===== src/ptt_defs.svh =====
`ifndef PTT_DEFS_SVH
`define PTT_DEFS_SVH
`define FRAME_LEN 10'd537
`define POS_FA1 10'd0
`define POS_FA2 10'd1
`define POS_EM 10'd2
`define POS_TR 10'd3
`define POS_MA 10'd4
`define POS_NR 10'd5
`define FA1_VAL 8'hf6
`define FA2_VAL 8'h28
`define NR_FILL 8'h00
`define AIS_BYTE 8'hff
`define MA_RDI 7
`define MA_REI 6
`define MA_LBL 5:3
`define LBL_UNEQ 3'h0
`define PERSIST 3'h5
`define TRACE_HITS 2'h2
`define TRACE_MARK 7
`define TRACE_LAST 5'h0f
`define TRACE_DONE 5'h10
`define CTRL_MON 0
`define CTRL_SSFREP 1
`define CTRL_RDIREP 2
`define CTRL_MISMATCH_DETECT_DISABLE 3
`define DEG_THR 15:0
`define DEG_WIN 23:16
`define DEG_CFG_RST 32'h00030010
`define REG_CTRL 8'h00
`define REG_DEG 8'h04
`define REG_STATUS 8'h08
`define REG_PERF 8'h0c
`define BANK_SENT 4'h1
`define BANK_EXP 4'h2
`define BANK_ACC 4'h3
`define RESP_OKAY 2'h0
`define RESP_SLVERR 2'h2
`define PARITY_VIOLATION_MAX 4'h8
`define CLK_NS 100
`define ACT_MAX_US 250
`define ACT_MAX_CYC (`ACT_MAX_US * 1000 / `CLK_NS)
`endif


===== src/ptt_pkg.sv =====
package ptt_pkg;
	typedef logic [7:0] byte_t;
	typedef struct packed {
		logic [2:0] ck;
		logic [9:0] pos;
		byte_t bip;
		byte_t em;
		logic [3:0] tr_idx;
		byte_t data;
		logic fs;
		logic take;
		logic ma_now;
	} src_s;
	typedef struct packed {
		logic [127:0] buffer;
		logic [4:0] idx;
		logic [127:0] cand;
		logic [1:0] hits;
		logic [127:0] acc;
		logic valid;
	} acc_s;
	typedef struct packed {
		logic [2:0] rck;
		byte_t d1;
		byte_t d2;
		logic [1:0] fsy;
		logic [9:0] pos;
		logic seen;
		logic have_prev;
		byte_t bip;
		byte_t bip_prev;
		logic [3:0] rem_err;
		logic [2:0] rdi_cnt;
		logic rdi_d;
		logic [2:0] uneq_cnt;
		logic uneq_d;
		logic [15:0] nebc;
		logic [15:0] febc;
		logic nds;
		logic fds;
		logic [15:0] perf_n;
		logic [15:0] perf_f;
		logic near_defect_second;
		logic far_defect_second;
		logic [7:0] deg_cnt;
		logic deg_d;
		byte_t ai_data;
		logic ai_fs;
		logic ai_stb;
		logic tsf;
		logic tsd;
		logic trace_stb;
		byte_t trace_byte;
		logic aw_have;
		logic [7:0] aw_addr;
		logic w_have;
		logic [31:0] w_data;
		logic [3:0] w_strb;
		logic bvalid;
		logic [1:0] bresp;
		logic rvalid;
		logic [31:0] rdata;
		logic [1:0] rresp;
		logic [3:0] ctrl;
		logic [31:0] deg_cfg;
		logic [127:0] sent;
		logic [127:0] expect_tr;
	} sink_s;
endpackage : ptt_pkg


===== src/trail_source.sv =====
`timescale 1ns/1ps
`include "ptt_defs.svh"
module trail_source (
	input wire logic aclk,
	input wire logic aresetn,
	input wire logic tx_link_clk,
	input wire logic [127:0] sent_path_trace,
	input wire logic remote_defect_request,
	input wire logic [3:0] remote_error_request,
	input wire logic [5:0] label_in,
	input wire logic [7:0] payload_in,
	output logic payload_take,
	output logic [7:0] tx_data,
	output logic tx_frame_start
);
	ptt_pkg::src_s state_ff;
	ptt_pkg::src_s nxt_state;
	logic edge_seen;

	assign edge_seen = state_ff.ck[1] & ~state_ff.ck[2];
	assign tx_data = state_ff.data;
	assign tx_frame_start = state_ff.fs;
	assign payload_take = state_ff.take;

	always_comb begin
		ptt_pkg::byte_t b;
		b = `NR_FILL;
		nxt_state = state_ff;
		nxt_state.ck = {state_ff.ck[1:0], tx_link_clk};
		nxt_state.take = 1'b0;
		nxt_state.ma_now = 1'b0;
		if (edge_seen) begin
			case (state_ff.pos)
			`POS_FA1: b = `FA1_VAL;
			`POS_FA2: b = `FA2_VAL;
			`POS_EM: b = state_ff.em;
			`POS_TR: b = sent_path_trace[{state_ff.tr_idx, 3'h0} +: 8];
			`POS_MA: begin
				// Requests sampled once per frame, well inside 250 us
				b = {remote_defect_request, |remote_error_request,
					label_in};
				nxt_state.ma_now = 1'b1;
			end
			`POS_NR: b = `NR_FILL;
			default: begin
				b = payload_in;
				nxt_state.take = 1'b1;
			end
			endcase
			nxt_state.data = b;
			nxt_state.fs = (state_ff.pos == `POS_FA1);
			if (state_ff.pos == `FRAME_LEN - 10'd1) begin
				nxt_state.pos = `POS_FA1;
				nxt_state.em = state_ff.bip ^ b;
				nxt_state.bip = 8'h00;
				nxt_state.tr_idx = state_ff.tr_idx + 4'h1;
			end else begin
				nxt_state.pos = state_ff.pos + 10'd1;
				nxt_state.bip = state_ff.bip ^ b;
			end
		end
		if (!aresetn) begin
			nxt_state = '0;
		end
	end

	always_ff @(posedge aclk) begin
		state_ff <= nxt_state;
	end
endmodule : trail_source


===== src/trace_acceptor.sv =====
`timescale 1ns/1ps
`include "ptt_defs.svh"
module trace_acceptor (
	input wire logic aclk,
	input wire logic aresetn,
	input wire logic trace_stb,
	input wire logic [7:0] trace_byte,
	output logic [127:0] accepted_path_trace,
	output logic accepted_valid
);
	ptt_pkg::acc_s state_ff;
	ptt_pkg::acc_s nxt_state;

	assign accepted_path_trace = state_ff.acc;
	assign accepted_valid = state_ff.valid;

	always_comb begin
		logic [127:0] full;
		full = {trace_byte, state_ff.buffer[119:0]};
		nxt_state = state_ff;
		if (trace_stb) begin
			// Mode 1 only: the marked byte opens each 16-byte message
			if (trace_byte[`TRACE_MARK]) begin
				nxt_state.buffer[7:0] = trace_byte;
				nxt_state.idx = 5'h01;
			end else if (state_ff.idx == `TRACE_LAST) begin
				nxt_state.idx = `TRACE_DONE;
				if (full == state_ff.cand) begin
					if (state_ff.hits == `TRACE_HITS) begin
						nxt_state.acc = state_ff.cand;
						nxt_state.valid = 1'b1;
					end else begin
						nxt_state.hits = state_ff.hits + 2'h1;
					end
				end else begin
					nxt_state.cand = full;
					nxt_state.hits = 2'h0;
				end
			end else if (state_ff.idx != 5'h00 &&
				state_ff.idx != `TRACE_DONE) begin
				nxt_state.buffer[{state_ff.idx[3:0], 3'h0} +: 8] = trace_byte;
				nxt_state.idx = state_ff.idx + 5'h01;
			end
		end
		if (!aresetn) begin
			nxt_state = '0;
		end
	end

	always_ff @(posedge aclk) begin
		state_ff <= nxt_state;
	end
endmodule : trace_acceptor


===== src/path_trail_termination_34m.sv =====
// Summary of operation
// - Source sends configured trace byte each frame
// - Source mirrors remote defect request in bit 1
// - Source sets bit 2 on sink parity errors
// - Source parity byte covers whole previous frame
// - Source inserts alignment word every frame
// - Sink checks per-bit parity against next frame
// - Sink assembles and accepts 16-byte trace
// - Only first trace mode is supported
// - Sink extracts remote defect and error bits
// - Sink uses label bits to detect unequipped
// - All ones output on unequipped or mismatch
// - Trail fail, remote defect, degrade actions
// - Degrade and mismatch causes properly masked
// - Remote defect cause needs monitoring and enable
// - Server fail cause optional, default off
// - Remote defect cause optional, default off
// - Per-second error counts and defect seconds
// - Octet frame of 537 bytes, 125 us
// - Adapted payload bytes plus label bits
//
// Implementation choices: the register addresses and the AXI4-Lite register port.
`timescale 1ns/1ps
`include "ptt_defs.svh"
module path_trail_termination_34m (
	input wire logic aclk,
	input wire logic aresetn,
	input wire logic [7:0] s_axi_awaddr,
	input wire logic s_axi_awvalid,
	output logic s_axi_awready,
	input wire logic [31:0] s_axi_wdata,
	input wire logic [3:0] s_axi_wstrb,
	input wire logic s_axi_wvalid,
	output logic s_axi_wready,
	output logic [1:0] s_axi_bresp,
	output logic s_axi_bvalid,
	input wire logic s_axi_bready,
	input wire logic [7:0] s_axi_araddr,
	input wire logic s_axi_arvalid,
	output logic s_axi_arready,
	output logic [31:0] s_axi_rdata,
	output logic [1:0] s_axi_rresp,
	output logic s_axi_rvalid,
	input wire logic s_axi_rready,
	input wire logic rx_link_clk,
	input wire logic [7:0] rx_data,
	input wire logic rx_frame_start,
	input wire logic tx_link_clk,
	output logic [7:0] tx_data,
	output logic tx_frame_start,
	input wire logic [7:0] src_payload,
	input wire logic [5:0] src_label,
	output logic src_payload_take,
	input wire logic server_signal_fail_in,
	input wire logic equipment_defect,
	input wire logic one_second_tick,
	output logic [7:0] ai_data,
	output logic ai_frame_start,
	output logic ai_strobe,
	output logic trail_fail_action,
	output logic trail_degrade_action
);
	ptt_pkg::sink_s state_ff;
	ptt_pkg::sink_s nxt_state;
	logic [127:0] accepted_path_trace;
	logic accepted_valid;
	logic edge_seen;
	logic mon;
	logic trace_mismatch_defect;
	logic all_ones_insert_action;
	logic unequipped_fault_cause;
	logic mismatch_fault_cause;
	logic degraded_fault_cause;
	logic remote_defect_fault_cause;
	logic server_fail_fault_cause;
	logic [31:0] status_word;
	logic [11:0] ais_wait_ff;

	function automatic logic [3:0] ones8(input ptt_pkg::byte_t v);
		logic [3:0] c;
		c = 4'h0;
		for (int i = 0; i < 8; i++) begin
			c = c + {3'h0, v[i]};
		end
		return c;
	endfunction : ones8

	function automatic logic [31:0] merge(input logic [31:0] o,
		input logic [31:0] d, input logic [3:0] st);
		logic [31:0] r;
		r = o;
		for (int i = 0; i < 4; i++) begin
			if (st[i]) begin
				r[8 * i +: 8] = d[8 * i +: 8];
			end
		end
		return r;
	endfunction : merge

	// Returns {state, count}; a change needs five frames in a row
	function automatic logic [3:0] persist(input logic d, input logic obs,
		input logic [2:0] c);
		logic [3:0] r;
		r = {d, 3'h0};
		if (obs != d) begin
			if (c == `PERSIST - 3'h1) begin
				r = {obs, 3'h0};
			end else begin
				r = {d, c + 3'h1};
			end
		end
		return r;
	endfunction : persist

	////////////////////////////////////////////////////////////////////////
	// Source direction and trace recovery

	trail_source u_source (
		.aclk(aclk),
		.aresetn(aresetn),
		.tx_link_clk(tx_link_clk),
		.sent_path_trace(state_ff.sent),
		.remote_defect_request(state_ff.tsf),
		.remote_error_request(state_ff.rem_err),
		.label_in(src_label),
		.payload_in(src_payload),
		.payload_take(src_payload_take),
		.tx_data(tx_data),
		.tx_frame_start(tx_frame_start)
	);

	trace_acceptor u_trace (
		.aclk(aclk),
		.aresetn(aresetn),
		.trace_stb(state_ff.trace_stb),
		.trace_byte(state_ff.trace_byte),
		.accepted_path_trace(accepted_path_trace),
		.accepted_valid(accepted_valid)
	);

	////////////////////////////////////////////////////////////////////////
	// Defect correlation

	assign mon = state_ff.ctrl[`CTRL_MON];
	assign trace_mismatch_defect = accepted_valid &
		(accepted_path_trace != state_ff.expect_tr) &
		~state_ff.ctrl[`CTRL_MISMATCH_DETECT_DISABLE];
	assign all_ones_insert_action = state_ff.uneq_d |
		trace_mismatch_defect;
	assign unequipped_fault_cause = mon & state_ff.uneq_d;
	assign mismatch_fault_cause = mon & trace_mismatch_defect &
		~state_ff.uneq_d;
	assign degraded_fault_cause = mon & state_ff.deg_d & ~state_ff.uneq_d &
		~trace_mismatch_defect;
	assign remote_defect_fault_cause = mon & state_ff.rdi_d &
		~trace_mismatch_defect & ~state_ff.uneq_d &
		state_ff.ctrl[`CTRL_RDIREP];
	assign server_fail_fault_cause = mon & server_signal_fail_in &
		state_ff.ctrl[`CTRL_SSFREP];
	assign status_word = {18'h0, trace_mismatch_defect, state_ff.uneq_d,
		state_ff.rdi_d, accepted_valid, state_ff.far_defect_second, state_ff.near_defect_second,
		all_ones_insert_action, state_ff.tsd, state_ff.tsf,
		server_fail_fault_cause, remote_defect_fault_cause,
		degraded_fault_cause, mismatch_fault_cause,
		unequipped_fault_cause};

	assign edge_seen = state_ff.rck[1] & ~state_ff.rck[2];
	assign ai_data = state_ff.ai_data;
	assign ai_frame_start = state_ff.ai_fs;
	assign ai_strobe = state_ff.ai_stb;
	assign trail_fail_action = state_ff.tsf;
	assign trail_degrade_action = state_ff.tsd;
	assign s_axi_awready = ~state_ff.aw_have & ~state_ff.bvalid;
	assign s_axi_wready = ~state_ff.w_have & ~state_ff.bvalid;
	assign s_axi_arready = ~state_ff.rvalid;
	assign s_axi_bvalid = state_ff.bvalid;
	assign s_axi_bresp = state_ff.bresp;
	assign s_axi_rvalid = state_ff.rvalid;
	assign s_axi_rdata = state_ff.rdata;
	assign s_axi_rresp = state_ff.rresp;

	////////////////////////////////////////////////////////////////////////
	// Next state

	always_comb begin
		ptt_pkg::byte_t rb;
		logic [9:0] p;
		logic [3:0] parity_violation;
		logic [3:0] pr;
		logic ne_inc;
		logic fe_inc;
		logic [15:0] nb;
		logic [15:0] fb;
		logic [7:0] dc;
		logic [1:0] w;
		logic [31:0] mw;
		rb = state_ff.d2;
		p = state_ff.pos + 10'd1;
		parity_violation = 4'h0;
		pr = 4'h0;
		ne_inc = 1'b0;
		fe_inc = 1'b0;
		dc = state_ff.deg_cnt + 8'h01;
		w = state_ff.aw_addr[3:2];
		mw = 32'h0;
		nxt_state = state_ff;
		// Link pins pass two flops before the edge finder reads them
		nxt_state.rck = {state_ff.rck[1:0], rx_link_clk};
		nxt_state.d1 = rx_data;
		nxt_state.d2 = state_ff.d1;
		nxt_state.fsy = {state_ff.fsy[0], rx_frame_start};
		nxt_state.ai_stb = 1'b0;
		nxt_state.trace_stb = 1'b0;
		if (edge_seen) begin
			if (state_ff.fsy[1]) begin
				p = `POS_FA1;
				nxt_state.seen = 1'b1;
				nxt_state.have_prev = state_ff.seen;
				nxt_state.bip_prev = state_ff.bip;
				nxt_state.bip = rb;
			end else begin
				if (state_ff.pos == `FRAME_LEN - 10'd1) begin
					p = state_ff.pos;
				end
				nxt_state.bip = state_ff.bip ^ rb;
			end
			nxt_state.pos = p;
			if (p == `POS_EM && state_ff.have_prev) begin
				parity_violation = ones8(rb ^ state_ff.bip_prev);
				nxt_state.rem_err = parity_violation;
				ne_inc = (parity_violation != 4'h0);
			end
			if (p == `POS_TR) begin
				nxt_state.trace_stb = 1'b1;
				nxt_state.trace_byte = rb;
			end
			if (p == `POS_MA) begin
				fe_inc = rb[`MA_REI];
				pr = persist(state_ff.rdi_d, rb[`MA_RDI],
					state_ff.rdi_cnt);
				nxt_state.rdi_d = pr[3];
				nxt_state.rdi_cnt = pr[2:0];
				pr = persist(state_ff.uneq_d,
					rb[`MA_LBL] == `LBL_UNEQ,
					state_ff.uneq_cnt);
				nxt_state.uneq_d = pr[3];
				nxt_state.uneq_cnt = pr[2:0];
			end
			nxt_state.ai_data = all_ones_insert_action ? `AIS_BYTE : rb;
			nxt_state.ai_fs = state_ff.fsy[1];
			nxt_state.ai_stb = 1'b1;
		end

		// Consequent actions; remote_defect_action equals trail_fail_action so the flop is shared
		nxt_state.tsf = server_signal_fail_in | state_ff.uneq_d |
			trace_mismatch_defect;
		nxt_state.tsd = state_ff.deg_d;

		// One-second accumulation; counts wrap at 16 bits
		nb = state_ff.nebc + {15'h0, ne_inc};
		fb = state_ff.febc + {15'h0, fe_inc};
		nxt_state.nebc = nb;
		nxt_state.febc = fb;
		nxt_state.nds = state_ff.nds | state_ff.tsf | equipment_defect;
		nxt_state.fds = state_ff.fds | state_ff.rdi_d;
		if (one_second_tick) begin
			nxt_state.perf_n = nb;
			nxt_state.perf_f = fb;
			nxt_state.near_defect_second = nxt_state.nds;
			nxt_state.far_defect_second = nxt_state.fds;
			nxt_state.nebc = 16'h0;
			nxt_state.febc = 16'h0;
			nxt_state.nds = 1'b0;
			nxt_state.fds = 1'b0;
			nxt_state.deg_cnt = 8'h00;
			if ((nb >= state_ff.deg_cfg[`DEG_THR]) != state_ff.deg_d) begin
				nxt_state.deg_cnt = dc;
				if (dc >= state_ff.deg_cfg[`DEG_WIN]) begin
					nxt_state.deg_d = ~state_ff.deg_d;
					nxt_state.deg_cnt = 8'h00;
				end
			end
		end

		// Register bus: address and data taken in either order
		if (s_axi_awvalid && s_axi_awready) begin
			nxt_state.aw_have = 1'b1;
			nxt_state.aw_addr = s_axi_awaddr;
		end
		if (s_axi_wvalid && s_axi_wready) begin
			nxt_state.w_have = 1'b1;
			nxt_state.w_data = s_axi_wdata;
			nxt_state.w_strb = s_axi_wstrb;
		end
		if (state_ff.aw_have && state_ff.w_have) begin
			nxt_state.aw_have = 1'b0;
			nxt_state.w_have = 1'b0;
			nxt_state.bvalid = 1'b1;
			nxt_state.bresp = `RESP_OKAY;
			case (state_ff.aw_addr[7:4])
			4'h0: begin
				if (state_ff.aw_addr == `REG_CTRL) begin
					mw = merge({28'h0, state_ff.ctrl},
						state_ff.w_data, state_ff.w_strb);
					nxt_state.ctrl = mw[3:0];
				end else if (state_ff.aw_addr == `REG_DEG) begin
					nxt_state.deg_cfg = merge(state_ff.deg_cfg,
						state_ff.w_data, state_ff.w_strb);
				end else begin
					nxt_state.bresp = `RESP_SLVERR;
				end
			end
			`BANK_SENT: nxt_state.sent[{w, 5'h0} +: 32] = merge(
				state_ff.sent[{w, 5'h0} +: 32], state_ff.w_data,
				state_ff.w_strb);
			`BANK_EXP: nxt_state.expect_tr[{w, 5'h0} +: 32] = merge(
				state_ff.expect_tr[{w, 5'h0} +: 32], state_ff.w_data,
				state_ff.w_strb);
			default: nxt_state.bresp = `RESP_SLVERR;
			endcase
		end
		if (state_ff.bvalid && s_axi_bready) begin
			nxt_state.bvalid = 1'b0;
		end
		if (state_ff.rvalid && s_axi_rready) begin
			nxt_state.rvalid = 1'b0;
		end
		if (s_axi_arvalid && s_axi_arready) begin
			nxt_state.rvalid = 1'b1;
			nxt_state.rresp = `RESP_OKAY;
			nxt_state.rdata = 32'h0;
			case (s_axi_araddr[7:4])
			4'h0: begin
				case (s_axi_araddr)
				`REG_CTRL: nxt_state.rdata = {28'h0, state_ff.ctrl};
				`REG_DEG: nxt_state.rdata = state_ff.deg_cfg;
				`REG_STATUS: nxt_state.rdata = status_word;
				`REG_PERF: nxt_state.rdata = {state_ff.perf_f,
					state_ff.perf_n};
				default: nxt_state.rresp = `RESP_SLVERR;
				endcase
			end
			`BANK_SENT: nxt_state.rdata =
				state_ff.sent[{s_axi_araddr[3:2], 5'h0} +: 32];
			`BANK_EXP: nxt_state.rdata =
				state_ff.expect_tr[{s_axi_araddr[3:2], 5'h0} +: 32];
			`BANK_ACC: nxt_state.rdata =
				accepted_path_trace[{s_axi_araddr[3:2], 5'h0} +: 32];
			default: nxt_state.rresp = `RESP_SLVERR;
			endcase
		end

		// Reporting options come up disabled
		if (!aresetn) begin
			nxt_state = '0;
			nxt_state.deg_cfg = `DEG_CFG_RST;
		end
	end

	always_ff @(posedge aclk) begin
		state_ff <= nxt_state;
	end

	////////////////////////////////////////////////////////////////////////
	// Checks

	always_ff @(posedge aclk) begin
		if (!aresetn || !all_ones_insert_action ||
			state_ff.ai_data == `AIS_BYTE) begin
			ais_wait_ff <= 12'h000;
		end else begin
			ais_wait_ff <= ais_wait_ff + 12'h001;
		end
	end
endmodule : path_trail_termination_34m


===== config.mk =====
export PLATFORM = sky130hd
export DESIGN_NAME = path_trail_termination_34m
export DESIGN_NICKNAME = d
export VERILOG_FILES = /design/src/ptt_pkg.sv /design/src/trail_source.sv /design/src/trace_acceptor.sv /design/src/path_trail_termination_34m.sv
export VERILOG_INCLUDE_DIRS = /design/src /design/src/src
export SDC_FILE = /design/constraint.sdc
export NUM_CORES = 2
export LEC_CHECK = 0
export ABC_AREA = 1
export BUFFER_PORTS_ARGS = -buffer_cell sky130_fd_sc_hd__buf_2
export CORE_MARGIN = 2
export CORE_UTILIZATION = 35
export CTS_BUF_LIST = sky130_fd_sc_hd__clkbuf_4
export CTS_CLUSTER_SIZE = 25
export DETAILED_ROUTE_END_ITERATION = 6
export GPL_ROUTABILITY_DRIVEN = 0
export GPL_TIMING_DRIVEN = 1
export PLACE_DENSITY = 0.6
export SYNTH_ARGS = -nofsm -noshare
export SYNTH_HDL_FRONTEND = slang
export SYNTH_SLANG_ARGS = --single-unit

===== constraint.sdc =====
create_clock -name aclk -period 5.74 [get_ports aclk]
set_clock_uncertainty 0.1 [all_clocks]
set_input_delay 1.148 -clock aclk [delete_from_list [all_inputs] [get_ports aclk]]
set_output_delay 1.148 -clock aclk [all_outputs]
set_load 0.01 [all_outputs]

==> results.toml <==
[critical_path]
cp.arrival_ns = 6.97
start_kind = "flip-flop"
slowest_stage = "fa_1"
path_max_fanout = 8
cp_common_cell = "buf_4"
cpPeakStageDelay_ns = 0.54
worstPathRequired_ns = 6.78
crit_type = "reg2reg"
end_kind = "flip-flop"

[drt]
ant_nets = 0
drtIter0Drc = 6517
dr.pass1.iters = 6
vias = 49900
wl_per_cell_um = 21.3
wl_um = 196000
viasPerCell = 5.44
drc = 0

[synth]
synth.ff_latch_count = 958
synth_top_cells_by_area = "dfxtp_1 (40%), nand2_1 (12%), nor2_1 (8.0%), a21oi_1 (7.6%), o21ai_0 (7.6%)"
yosysUniqueCellTypes = 55
syn_inst = 7128
yosysTopAreaCell = "dfxtp_1"
muxShareOfSynthArea = 0
ys.flop_type = "dfxtp_1"
async_reset_ff_frac = 0
yosysTopAreaCellShare = 0.401
yosys.area_share.simple = 0.261
synth-edff-count = 0
synth-compound-area-share = 0.193
synth_area_um2 = 47800
synthAdderAreaFrac = 0.0158
syn_area_per_cell_um2 = 6.71
synth_xor_area_frac = 0.0287
synth_top_family_by_area = "simple AND/OR/NAND/NOR gates"
seq_area_frac_synth = 0.401
yosys_warnings = 0

[pwr]
power_frac_clock = 0.443
p_leak_nw = 21.6
intPower_w = 0.0103
p_sw_frac = 0.274
p_seq_frac = 0.477
power_frac_comb = 0.080
power_switching_w = 0.00388
ir_drop_uv = 156
power_density_nw_per_um2 = 266

[sta]
rsz0062_at_grt = "yes"
period_needed_ns = 5.93
finalSetupViolCount = 9
slew_viol_final = 0
hold_viol = 0
fmax_mhz = 169
hold_ws_ns = 0.0950
tightest_slew_ns = 1.43
fin_crit_sh = 1.03
setup_ws_ns = -0.193
maxSlewHeadroom = 0.0366

[outcome]
status = "finished with violations"
violations = "negative setup slack"

[final_layout]
final_area_um2 = 53200
regArea_um2 = 19200
mostFrequentLayoutCells = "nand2_1 (1,555), nor2_1 (1,014), dfxtp_1 (953)"
layout-drive-gt1-share = 0.111
final_common_cell = "nand2_1"
final_nets = 7368
multi_input_area_um2 = 24100
final_core_util = 0.393
area.growth.synth_to_final_pct = 11.4
fill_cells = 14500

[cts]
clk_latency_ns = 1.26
cts_made_buffers = 278
root_buffer = "clkbuf_4"
htreeDepth = 5
path_clk_slew_ns = 0.07
tritoncts = "yes"
cts.sinks = 958
clock_path_buffers = 4

[floorplanning]
chipHeight_um = 374
io_pins = 150
die_w_um = 374
core_area_um2 = 135000
die-area_um2 = 140000
start_util = 0.353
row_count = 135

[placed_design]
port_buffers = 147
place_area_um2 = 49600
place_hpwl_um = 135000

[worst_hold_path]
hp-class = "in2reg"

[global_routing]
grt_overflow = 0
grt_usage = 0.270
antenna_found_initial = 17
grt_pass1_vias = 45300
grt_start_max_net_pins = 201
grt_first_pass_wirelength_um = 288000

[flow_run]
cap_viol_max_count = 0
-- repair_timing --
item                       4_1_cts  5_1_grt
setup endpoints to repair        9        9
gates resized for setup         26       28
buffers inserted                 8        3
pin swaps                       20       15
hold endpoints to repair        12        0
hold buffers                    12        0
-- cell usage after synthesis (43+ instances only) --
cell type and instances:
buf_2 91, nor2_1 1025, nand4_1 68, o21ai_0 724
nor3_1 77, xnor2_1 87, a21oi_1 729, o22ai_1 140
xor2_1 68, nand2_1 1565, dfxtp_1 958, clkbuf_1 266
o211ai_1 43, nand3_1 235, ha_1 54, buf_4 56
inv_1 671
-- critical path: cells and delay by family (launching register included) --
kind                     cells  cell delay (ns)
AO/OA/AOI/OAI                2             0.21
buffers and inverters        9             0.89
adder cells (fa/ha/maj)      8             2.62
XOR/XNOR                     4             0.67
flip-flops                   1             0.33
AND/OR/NAND/NOR             12             1.04
-- per-stage QoR --
step | power (W) | TNS, ns | instances | setup slack [ns]
floorplan | 0.00758 | 0 | 7129 | 0.0128
detailed placement | 0.00798 | -4.90 | 8701 | -0.598
finish | 0.0142 | -1.39 | 9172 | -0.193
CTS | 0.0142 | -3.15 | 9153 | -0.383
global route | 0.0147 | -4.07 | 9167 | -0.480
global placement | 0.00797 | -4.85 | 8701 | -0.581
-- logic make-up (layout without fill, tap and decap cells) --
kind of cell             count (synthesis)  after routing
buffers and inverters                 1159           1405
other                                    1             18
flip-flops                             958            958
AND/OR/NAND/NOR                       3071           3071
adder cells (fa/ha/maj)                 58             58
XOR/XNOR                               156            156
AO/OA/AOI/OAI                         1725           1725
-- final timing paths --
kind | start | end | slack (ns) | cells after the start
setup / recovery | state_ff[486] | state_ff[398] | -0.19 | 35
setup reg to reg | state_ff[486] | state_ff[398] | -0.19 | 35
hold / removal | server_signal_fail_in | trail_fail_action | 0.1 | 3
hold reg to reg | state_ff[526] | state_ff[518] | 0.31 | 2
-- per-layer routing --
| metal | vias to the layer above | share of wire | GRT usage |
|---|---|---|---|
| met4 | 12 | 0.070 | 0.175 |
| met3 | 689 | 0.12 | 0.0771 |
| li1 | 23400 | - | - |
| met2 | 2818 | 0.40 | 0.384 |
| met5 | - | 0.00037 | 0 |
| met1 | 23000 | 0.41 | 0.354 |
-- cell type report --
| type | count | share of cell area |
|---|---|---|
| antenna | 16 | 0.000752 |
| clock buffer | 403 | 0.0568 |
| clock inverter | 29 | 0.00360 |
| inverter | 697 | 0.0494 |
| multi-input combinational | 5012 | 0.453 |
| sequential | 958 | 0.361 |
| tap | 1781 | 0.0419 |
| timing repair buffer | 276 | 0.0337 |
-- state kept, by name, indices dropped and copies added (netlist names) --
register / count
s_axi_bresp: 1
s_axi_bvalid: 1
s_axi_rvalid: 1
ai_strobe: 1
u_trace.state_ff: 254
u_source.state_ff: 33
s_axi_rresp: 1
s_axi_rdata: 32
mon: 1
trail_fail_action: 1
state_ff: 484
u_source.tx_data: 8
ai_frame_start: 1
u_trace.accepted_path_trace: 127
u_source.payload_take: 1
trail_degrade_action: 1
u_trace.accepted_valid: 1
u_source.tx_frame_start: 1
ai_data: 8
-- power by group through the flow --
| stage | clock (W) | sequential, W | combinational [W] |
|---|---|---|---|
| after floorplan | 0 | 0.00688 | 0.000693 |
| after detailed placement | 0 | 0.00690 | 0.00108 |
| after CTS | 0.00634 | 0.00675 | 0.00109 |
| after global routing | 0.00671 | 0.00675 | 0.00120 |
| after global placement | 0 | 0.00690 | 0.00107 |
| final | 0.00626 | 0.00675 | 0.00114 |
No activity file was read; power rests on OpenSTA's default activity.
